## src/afr_defines.svh

```systemverilog
`ifndef AFR_DEFINES_SVH
`define AFR_DEFINES_SVH

// ----------------------------------------------------------------
// function register field positions
// ----------------------------------------------------------------
`define AFR_BIT_LATCHED   0
`define AFR_BIT_CALIB     1
`define AFR_BIT_HOLD      2
`define AFR_BIT_PDOWN     3
`define AFR_BIT_RSVD      4
`define AFR_BIT_PFAIL     5
`define AFR_BIT_CALERR    6
`define AFR_BIT_BUSY      7

// ----------------------------------------------------------------
// reset values and reserved read data
// ----------------------------------------------------------------
`define AFR_RESET_LATCHED 1'b0
`define AFR_RESET_HOLD    1'b0
`define AFR_RESET_PDOWN   1'b1
`define AFR_RESERVED_DATA 8'h00

// ----------------------------------------------------------------
// timing, in converter clock cycles except the MCLK period in ns (converter clock = MCLK)
// ----------------------------------------------------------------
`define AFR_MCLK_PERIOD_NS    25
`define AFR_CONV_CYCLES       17
`define AFR_CAL_CYCLES        4608
`define AFR_SETTLE_CYCLES     37393
`define AFR_PD_CAL_TOTAL      185
// hold-edge to conversion start, longest, in tenths of a clock cycle
`define AFR_HOLD_START_MAX_X10 15
`define AFR_HOLD_START_CYC    ((`AFR_HOLD_START_MAX_X10) / 10)

`endif

```

## src/afr_pkg.sv

```systemverilog
package afr_pkg;
`include "afr_defines.svh"

   typedef enum logic [1:0]
   {
      AFR_IDLE,
      AFR_SETTLE,
      AFR_CAL,
      AFR_CONV
   } afr_state_t;

   typedef struct packed
   {
      afr_state_t st;
      logic [15:0] cnt;
      logic       latched;
      logic       calib;
      logic       hold;
      logic       pdown;
      logic       pfail;
      logic       calerr;
      logic       wr_d;
      logic [7:0] wdata;
      logic [2:0] wsel;
      logic [1:0] wchan;
      logic       cal_d;
      logic       low_d;
      logic       short_cal;
      logic [1:0] chan;
      logic [7:0] dout;
      logic       oe_n;
      logic       busy_n;
      logic       conv_start;
      logic       cal_start;
      logic       out_latch_en;
      logic       clk_run;
   } afr_regs_t;

endpackage

```

## src/afr_rst_sync.sv

```systemverilog
`timescale 1ns/1ps
module afr_rst_sync
(
   input  wire logic clk,        // clock
   input  wire logic arst_n,     // asynchronous reset in
   output logic      rst_n       // released reset
);
   logic meta;

   always_ff @(posedge clk or negedge arst_n)
   begin
      if (!arst_n)
      begin
         meta  <= 1'b0;
         rst_n <= 1'b0;
      end
      else
      begin
         meta  <= 1'b1;
         rst_n <= meta;
      end
   end
endmodule // afr_rst_sync

```

## src/afr_func_reg.sv

```systemverilog
`timescale 1ns/1ps
`include "afr_defines.svh"
// Overview of operation
// - function/high-byte select read drives register
// - D0 reports pass-through or latched output
// - D1 high while calibration runs
// - D2 selects calibrate or hold input
// - D3 high in power-down; default
// - D5 set on supply failure
// - writing D5 low clears power-fail
// - power failure recalibrates, drops register settings
// - D6 overflow flag, cleared at calibration start
// - D7 high during conversion or calibration
// - register write loads; with D1 and D2 low it starts conversion
// - D3 written high enters power-down
// - register usable while powered down
// - leave power-down by writing D3 low, or by calibrate input low in calibrate mode
// - supply recovery calibrates, stays powered down
// - powered-down write runs one conversion
// - D1 with D3 calibrates in 185 cycles
// - wake-up adds no cycles
// - strobes are NOR of select and strobe
// - hold edge starts conversion within 1.5 cycles
// - latched mode updates outputs at completion
// - hold mode write only latches channel
module afr_func_reg
   import afr_pkg::*;
#(
   parameter int CAL_CYCLES    = `AFR_CAL_CYCLES,
   parameter int SETTLE_CYCLES = `AFR_SETTLE_CYCLES,
   parameter int PD_CAL_TOTAL  = `AFR_PD_CAL_TOTAL
)
(
   input  wire logic       MCLK,          // converter clock, 40 MHz
   input  wire logic       RST_N,         // power-up reset, active low
   input  wire logic       CS_N,          // chip select
   input  wire logic       RD_N,          // read strobe
   input  wire logic       WR_N,          // write strobe
   input  wire logic       FUNCTION_REG_SELECT, // function register select
   input  wire logic       HIGH_BYTE_SELECT,    // high byte select
   input  wire logic       CHANNEL_ADDR_BIT0,   // channel address bit 0
   input  wire logic       CHANNEL_ADDR_BIT1,   // channel address bit 1
   input  wire logic       CAL_HOLD_N,    // calibrate / hold input
   input  wire logic [7:0] DATA_IN,       // data bus input
   input  wire logic       SUPPLY_LOW,    // supply monitor, below threshold
   input  wire logic       CAL_OVERFLOW,  // overflow seen by calibration
   input  wire logic       CONV_DONE_ACK, // unused by logic, either level
   output logic [7:0]      DATA_OUT,      // data bus output
   output logic            DATA_OE_N,     // data bus enable, low drives
   output logic            BUSY_N,        // low during conversion/cal
   output logic            CONV_START,    // one-cycle conversion start
   output logic            CAL_START,     // one-cycle calibration start
   output logic            OUT_LATCH_EN,  // output latches take SAR data
   output logic            CLK_RUN,       // internal clock/analog enable
   output logic            LATCHED_MODE,  // latched output mode
   output logic            HOLD_MODE,     // input is hold control
   output logic [1:0]      CHAN_SEL       // latched channel
);

   // ----------------------------------------------------------------
   // elaboration checks and derived counts
   // ----------------------------------------------------------------
   localparam int CONV_CYCLES = `AFR_CONV_CYCLES;
   localparam int PD_CAL_ONLY = PD_CAL_TOTAL - CONV_CYCLES;

   initial
   begin
      if (CAL_CYCLES < 1 || CAL_CYCLES > 65536)
         $error("afr_func_reg: CAL_CYCLES out of range");
      if (SETTLE_CYCLES < 1 || SETTLE_CYCLES > 65536)
         $error("afr_func_reg: SETTLE_CYCLES out of range");
      if (PD_CAL_ONLY < 1)
         $error("afr_func_reg: PD_CAL_TOTAL too small");
      if (`AFR_HOLD_START_CYC < 1)
         $error("afr_func_reg: hold start bound below one cycle");
   end

   // ----------------------------------------------------------------
   // reset release
   // ----------------------------------------------------------------
   logic rst_n;

   afr_rst_sync u_rst_sync
   (
      .clk    (MCLK),
      .arst_n (RST_N),
      .rst_n  (rst_n)
   );

   // ----------------------------------------------------------------
   // state
   // ----------------------------------------------------------------
   afr_regs_t q;
   afr_regs_t next_q;

   logic       rd_act;
   logic       wr_act;
   logic       wr_end;
   logic       sfr_wr;
   logic       plain_wr;
   logic       cal_rise;
   logic       do_cal;
   logic       do_conv;
   logic       cal_short;
   logic       conv_end;
   logic [7:0] sfr_val;

   // internal strobes are plain NOR terms
   assign rd_act = ~(CS_N | RD_N);
   assign wr_act = ~(CS_N | WR_N);

   assign sfr_val = {q.st != AFR_IDLE,
                     q.calerr,
                     q.pfail,
                     1'b0,
                     q.pdown,
                     q.hold,
                     q.calib,
                     q.latched};

   always_comb
   begin
      next_q = q;

      // ----------------------------------------------------------------
      // strobe capture; a write acts on its rising edge
      // ----------------------------------------------------------------
      next_q.wr_d  = wr_act;
      next_q.cal_d = CAL_HOLD_N;
      next_q.low_d = SUPPLY_LOW;
      if (wr_act)
      begin
         next_q.wdata = DATA_IN;
         next_q.wsel  = {FUNCTION_REG_SELECT, HIGH_BYTE_SELECT, RD_N};
         next_q.wchan = {CHANNEL_ADDR_BIT1, CHANNEL_ADDR_BIT0};
      end
      wr_end   = q.wr_d & ~wr_act;
      sfr_wr   = wr_end & (q.wsel == 3'b111);
      plain_wr = wr_end & ~q.wsel[2] & q.wsel[0];
      cal_rise = ~q.cal_d & CAL_HOLD_N;

      do_cal    = 1'b0;
      do_conv   = 1'b0;
      cal_short = 1'b0;

      // channel latch on any legal write; reserved selects are ignored
      if (plain_wr || sfr_wr)
         next_q.chan = q.wchan;

      // ----------------------------------------------------------------
      // function register write
      // ----------------------------------------------------------------
      // bits 4 and 6 written high are simply dropped
      if (sfr_wr)
      begin
         next_q.latched = q.wdata[`AFR_BIT_LATCHED];
         next_q.hold    = q.wdata[`AFR_BIT_HOLD];
         next_q.pdown   = q.wdata[`AFR_BIT_PDOWN];
         if (!q.wdata[`AFR_BIT_PFAIL])
            next_q.pfail = 1'b0;
         if (q.wdata[`AFR_BIT_CALIB])
         begin
            do_cal    = 1'b1;
            cal_short = q.wdata[`AFR_BIT_PDOWN];
         end
         else if (!q.wdata[`AFR_BIT_HOLD])
            do_conv = 1'b1;
      end

      // a plain write pulse converts unless the hold input owns timing
      if (plain_wr && !q.hold)
         do_conv = 1'b1;

      // ----------------------------------------------------------------
      // calibrate / hold input
      // ----------------------------------------------------------------
      if (!q.hold)
      begin
         if (!CAL_HOLD_N)
            next_q.pdown = 1'b0;
         if (cal_rise)
         begin
            do_cal    = 1'b1;
            cal_short = 1'b0;
         end
      end
      else if (cal_rise)
         do_conv = 1'b1;

      // ----------------------------------------------------------------
      // sequencer
      // ----------------------------------------------------------------
      next_q.conv_start = 1'b0;
      next_q.cal_start  = 1'b0;
      conv_end          = 1'b0;

      case (q.st)
         AFR_IDLE:
         begin
            if (do_cal)
            begin
               next_q.st        = AFR_CAL;
               next_q.cnt       = cal_short ? 16'(PD_CAL_ONLY - 1)
                                            : 16'(CAL_CYCLES - 1);
               next_q.short_cal = cal_short;
               next_q.calib     = 1'b1;
               next_q.calerr    = 1'b0;
               next_q.cal_start = 1'b1;
            end
            else if (do_conv)
            begin
               // started at once: wake-up hides in the sample phase
               next_q.st         = AFR_CONV;
               next_q.cnt        = 16'(CONV_CYCLES - 1);
               next_q.conv_start = 1'b1;
            end
         end
         AFR_SETTLE:
         begin
            next_q.cnt = q.cnt - 16'h0001;
            if (q.cnt == 16'h0000)
            begin
               next_q.st        = AFR_CAL;
               next_q.cnt       = 16'(CAL_CYCLES - 1);
               next_q.short_cal = 1'b0;
               next_q.calerr    = 1'b0;
               next_q.cal_start = 1'b1;
            end
         end
         AFR_CAL:
         begin
            next_q.cnt = q.cnt - 16'h0001;
            if (CAL_OVERFLOW)
               next_q.calerr = 1'b1;
            // convert commands are ignored while calibrating
            if (q.cnt == 16'h0000)
            begin
               next_q.st         = AFR_CONV;
               next_q.cnt        = 16'(CONV_CYCLES - 1);
               next_q.conv_start = 1'b1;
            end
         end
         AFR_CONV:
         begin
            next_q.cnt = q.cnt - 16'h0001;
            if (do_cal)
            begin
               // calibration overrides a running conversion
               next_q.st        = AFR_CAL;
               next_q.cnt       = cal_short ? 16'(PD_CAL_ONLY - 1)
                                            : 16'(CAL_CYCLES - 1);
               next_q.short_cal = cal_short;
               next_q.calib     = 1'b1;
               next_q.calerr    = 1'b0;
               next_q.cal_start = 1'b1;
            end
            else if (q.cnt == 16'h0000)
            begin
               conv_end     = 1'b1;
               next_q.st    = AFR_IDLE;
               next_q.calib = 1'b0;
            end
         end
         default:
         begin
            next_q.st = AFR_IDLE;
         end
      endcase

      // ----------------------------------------------------------------
      // supply failure acts as a reset of the register settings
      // ----------------------------------------------------------------
      if (SUPPLY_LOW)
      begin
         next_q.pfail   = 1'b1;
         next_q.latched = `AFR_RESET_LATCHED;
         next_q.hold    = `AFR_RESET_HOLD;
         next_q.pdown   = `AFR_RESET_PDOWN;
         next_q.calib   = 1'b1;
         next_q.st      = AFR_SETTLE;
         next_q.cnt     = 16'(SETTLE_CYCLES - 1);
         next_q.conv_start = 1'b0;
         next_q.cal_start  = 1'b0;
         conv_end          = 1'b0;
      end

      // ----------------------------------------------------------------
      // registered outputs
      // ----------------------------------------------------------------
      next_q.busy_n  = (next_q.st == AFR_IDLE);
      // a powered-down part runs its clock only while it has work
      next_q.clk_run = ~next_q.pdown
                       | (next_q.st != AFR_IDLE);
      if (next_q.latched)
         next_q.out_latch_en = conv_end;
      else
         next_q.out_latch_en = (next_q.st == AFR_CONV);

      next_q.oe_n = ~(rd_act & WR_N & FUNCTION_REG_SELECT);
      if (HIGH_BYTE_SELECT)
         next_q.dout = sfr_val;
      else
         next_q.dout = `AFR_RESERVED_DATA;
   end

   always_ff @(posedge MCLK or negedge rst_n)
   begin
      if (!rst_n)
      begin
         q              <= '0;
         q.st           <= AFR_SETTLE;
         q.cnt          <= 16'(SETTLE_CYCLES - 1);
         q.latched      <= `AFR_RESET_LATCHED;
         q.hold         <= `AFR_RESET_HOLD;
         q.pdown        <= `AFR_RESET_PDOWN;
         q.calib        <= 1'b1;
         q.cal_d        <= 1'b1;
         q.oe_n         <= 1'b1;
         q.busy_n       <= 1'b0;
         q.clk_run      <= 1'b1;
      end
      else
      begin
         q <= next_q;
      end
   end

   // ----------------------------------------------------------------
   // output wiring
   // ----------------------------------------------------------------
   assign DATA_OUT     = q.dout;
   assign DATA_OE_N    = q.oe_n;
   assign BUSY_N       = q.busy_n;
   assign CONV_START   = q.conv_start;
   assign CAL_START    = q.cal_start;
   assign OUT_LATCH_EN = q.out_latch_en;
   assign CLK_RUN      = q.clk_run;
   assign LATCHED_MODE = q.latched;
   assign HOLD_MODE    = q.hold;
   assign CHAN_SEL     = q.chan;

endmodule // afr_func_reg

```

## config.mk

```make
export PLATFORM = sky130hd
export DESIGN_NAME = afr_func_reg
export DESIGN_NICKNAME = d
export VERILOG_FILES = /design/src/afr_pkg.sv /design/src/afr_rst_sync.sv /design/src/afr_func_reg.sv
export VERILOG_INCLUDE_DIRS = /design/src
export SDC_FILE = /design/constraint.sdc
export NUM_CORES = 1
export LEC_CHECK = 0
export BUFFER_PORTS_ARGS = -buffer_cell sky130_fd_sc_hd__buf_2
export CAP_MARGIN = 10
export CORE_MARGIN = 3
export CORE_UTILIZATION = 52
export CTS_CLUSTER_DIAMETER = 40
export DETAILED_ROUTE_END_ITERATION = 10
export GPL_ROUTABILITY_DRIVEN = 0
export PLACE_DENSITY = 0.81
export SLEW_MARGIN = 10
export SYNTH_ARGS = -nofsm -noshare
export SYNTH_HDL_FRONTEND = slang
export SYNTH_HIERARCHICAL = 1
export SYNTH_SLANG_ARGS = --single-unit
```

## constraint.sdc

```tcl
create_clock -name MCLK -period 1.58 [get_ports MCLK]
set_input_delay 0.316 -clock MCLK [delete_from_list [all_inputs] [get_ports MCLK]]
set_output_delay 0.316 -clock MCLK [all_outputs]
set_load 0.01 [all_outputs]
```

==> out/results.ini <==
[routing]
antenna_left = 0
num_vias = 2990
via_per_inst = 6.49
drtIter0Drc = 517
drc_errors = 0
firstDrtPassIters = 6
wire_per_inst_microns = 21.6
drt_wl_total_microns = 9950

[sta]
period_minus_slack_ns = 2.38
setup_violations = 25
hold_viol = 0
setup-tns-final_ns = -15.64
max_freq_mhz = 420
rsz0062_at_grt = yes
finalCritPeriodShare_pct = 151
maxSlewViolCount = 0
fin_ws_ns = -0.802
fin_worst_skew_ns = 0.0105

[logic_synthesis]
seq_area_frac_synth_pct = 47.4
ys_types = 63
syn_inst = 280
yosys_warnings = 6
synth_edf_count = 0
synth_ff_type = dfrtp_1
synth.top_cell.area_share_pct = 38.1
ys_top_cells_by_area = dfrtp_1 38%, dfstp_2 9.3%, mux2_2 4.4%
syn_nets = 307
yosys.area.top_type = dfrtp_1
netlist_area_sq_mm = 0.00282
postSynthAreaPerCell_sq_um = 10.1
async_flop_share_pct = 100
synth-seq-cells = 53

[clocking]
cts_buffers = 5
cts_sinks = 53
clkTransAtPathRegs_ns = 0.11
cts_tree = yes
ctsLongestPathBuffers = 2
insertion_delay_ns = 0.32
htreeDepth = 2
root_buffer = clkbuf_8

[global_route]
grt_start_max_net_pins = 52
grt_pass1_wl_microns = 14200
overflow = 0
antenna_found_initial = 0
grt_pass1_vias = 2894
grtUsageTotal_pct = 29.2

[setup_path]
startpoint = q[39]$_DFFE_PN0P_
cp-end-kind = flop
worstSetupEndpoint = CLK_RUN$_DFF_PN1_
start_kind = flop
crit_fanout = 3
reg2reg_from = q[39]$_DFFE_PN0P_
r2r_setup_slack_ns = -0.80
arrival_ns = 2.63
r2r_end = CLK_RUN$_DFF_PN1_
critical_path_class = flop to flop
worstRegToRegCells = 8
worstPathRequired_ns = 1.83

[outcome]
violations = negative setup slack
status = complete, but fails checks

[placement]
portBuffers = 33
post-place-ws_ns = -0.660
place_hpwl_microns = 5260

[power]
p_comb_share_pct = 48.3
p_clk_share_pct = 16.6
p_switching_w = 0.00187
p_sw_share_pct = 37.0
p_int_w = 0.00318
power_density_mw_per_mm2 = 1230
vdd_drop_max_mv = 0.902
p_seq_share_pct = 35.1
p_leak_nw = 1.90

[cells_and_area]
area_growth_syn_to_layout_pct = 44.9
regArea_sq_mm = 0.00134
drive_above_1_share_pct = 55.0
layout.nets = 417
fillers = 271
regMostFlops = q
largest_reg_flops = 34
antennaDiodeCount = 0
multi_input_area_sq_mm = 0.00165

[floorplanning]
pin_count = 39
num_rows = 26
dieArea_sq_mm = 0.00635
die_h_microns = 79.7
initial_core_util_pct = 54.6
die_w_microns = 79.7
core_sq_mm = 0.00517

[flow_run]
cap_violations = 0

[min_path]
min_path_type = primary input to flop

-- cell usage after synthesis, drive strengths merged (6+ instances only) --
library cell	count
ha	6
dfrtp	43
nor2	20
inv	9
buf	11
a21oi	13
nand2	24
dfstp	10
nand3	11
and2	7
or3	8
a211o	9
clkbuf	8
mux2	11
o21ai	16
-- how the worst min path moves through the flow --
stage	from	endpoint	slack, ns	cells past startpoint
2_1_floorplan	RST_N	u_rst_sync/meta$_DFF_PN0_	0.02	0
3_3_place_gp	RST_N	u_rst_sync/meta$_DFF_PN0_	0.10	1
3_5_place_dp	RST_N	u_rst_sync/meta$_DFF_PN0_	0.11	1
4_1_cts	FUNCTION_REG_SELECT	DATA_OE_N$_DFF_PN1_	0.19	2
5_1_grt	CAL_HOLD_N	q[18]$_DFF_PN1_	0.22	2
6_report	CAL_HOLD_N	q[18]$_DFF_PN1_	0.22	2
-- routing by layer --
metal	track usage [%]	up-vias	routed length [microns]
li1	-	1231	-
met1	36.8	1429	3700
met2	47.3	252	4630
met3	5.42	78	992
met4	15.6	0	626
met5	0	-	0
-- worst max-delay path, cell delays in order (launching register included) --
cell and delay [ns]:
dfrtp_1 0.42, inv_2 0.14, ha_4 0.17, nor4b_4 0.27
nand3b_1 0.26, o21ai_2 0.23, a221oi_2 0.10, or3_4 0.38
or3b_1 0.35
-- through the flow --
step | util [%] | cell area (sq um) | cells | power (W) | hold slack, ns
floorplan | - | 2860 | 280 | 0.00282 | 0.0204
global placement | 69.4 | 3590 | 440 | 0.00349 | 0.101
detailed placement | 69.4 | 3590 | 440 | 0.00356 | 0.108
CTS | 75.9 | 3920 | 457 | 0.00464 | 0.189
global route | 79.1 | 4090 | 461 | 0.00526 | 0.220
finish | 79.1 | 4090 | 461 | 0.00505 | 0.218
-- logic make-up after synthesis --
kind of cell    count (synthesis)  share of synthesized area, %
fa+ha+maj                       6                          2.66
mux                            14                          5.45
other cells                     2                         0.266
buf+inv                        28                          5.05
simple gates                  102                          19.8
compound gates                 70                          17.8
xor+xnor                        5                          1.55
flops                          53                          47.4
-- power by group through the flow --
stage	combinational [W]	sequential, W	clock, W
floorplan	0.00103	0.00179	0
global placement	0.00175	0.00174	0
detailed placement	0.00180	0.00175	0
CTS	0.00207	0.00173	0.000841
global route	0.00257	0.00179	0.000897
finish	0.00244	0.00177	0.000838
-- timing repair --
| item | CTS | global route |
|---|---|---|
| setup buffers | 8 | 4 |
| gates resized for setup | 38 | 29 |
| endpoints found under the hold margin | 2 | 0 |
| pin swaps | 17 | 18 |
| setup endpoints to repair | 25 | 25 |
| hold buffers | 1 | 0 |
-- layout by cell type (no fill, tap or decap), types with 4 or more instances in the layout --
| cell | netlist | routed |
|---|---|---|
| a21oi_2 | 0 | 6 |
| and3_1 | 4 | 4 |
| nor2_1 | 20 | 18 |
| inv_1 | 9 | 5 |
| dfstp_2 | 10 | 10 |
| clkbuf_8 | 0 | 5 |
| buf_4 | 10 | 78 |
| nand2_1 | 24 | 22 |
| a21oi_1 | 13 | 6 |
| or3_4 | 2 | 5 |
| a211o_1 | 9 | 9 |
| buf_6 | 0 | 9 |
| and2_1 | 7 | 6 |
| inv_2 | 0 | 4 |
| nand3_1 | 11 | 6 |
| buf_2 | 0 | 33 |
| nand3_2 | 0 | 4 |
| o21ai_0 | 13 | 10 |
| dfrtp_1 | 43 | 42 |
| mux2_2 | 11 | 11 |
-- cell type report --
type                    count  share of cell area, %
clock buffers               5                   1.68
well taps                  70                   2.14
multi-input cells         199                   40.3
repair buffers            122                   21.6
flip-flops and latches     53                   32.8
clock inverters             3                  0.704
inverters                   9                  0.826
No activity file was read; power rests on OpenSTA's default activity.
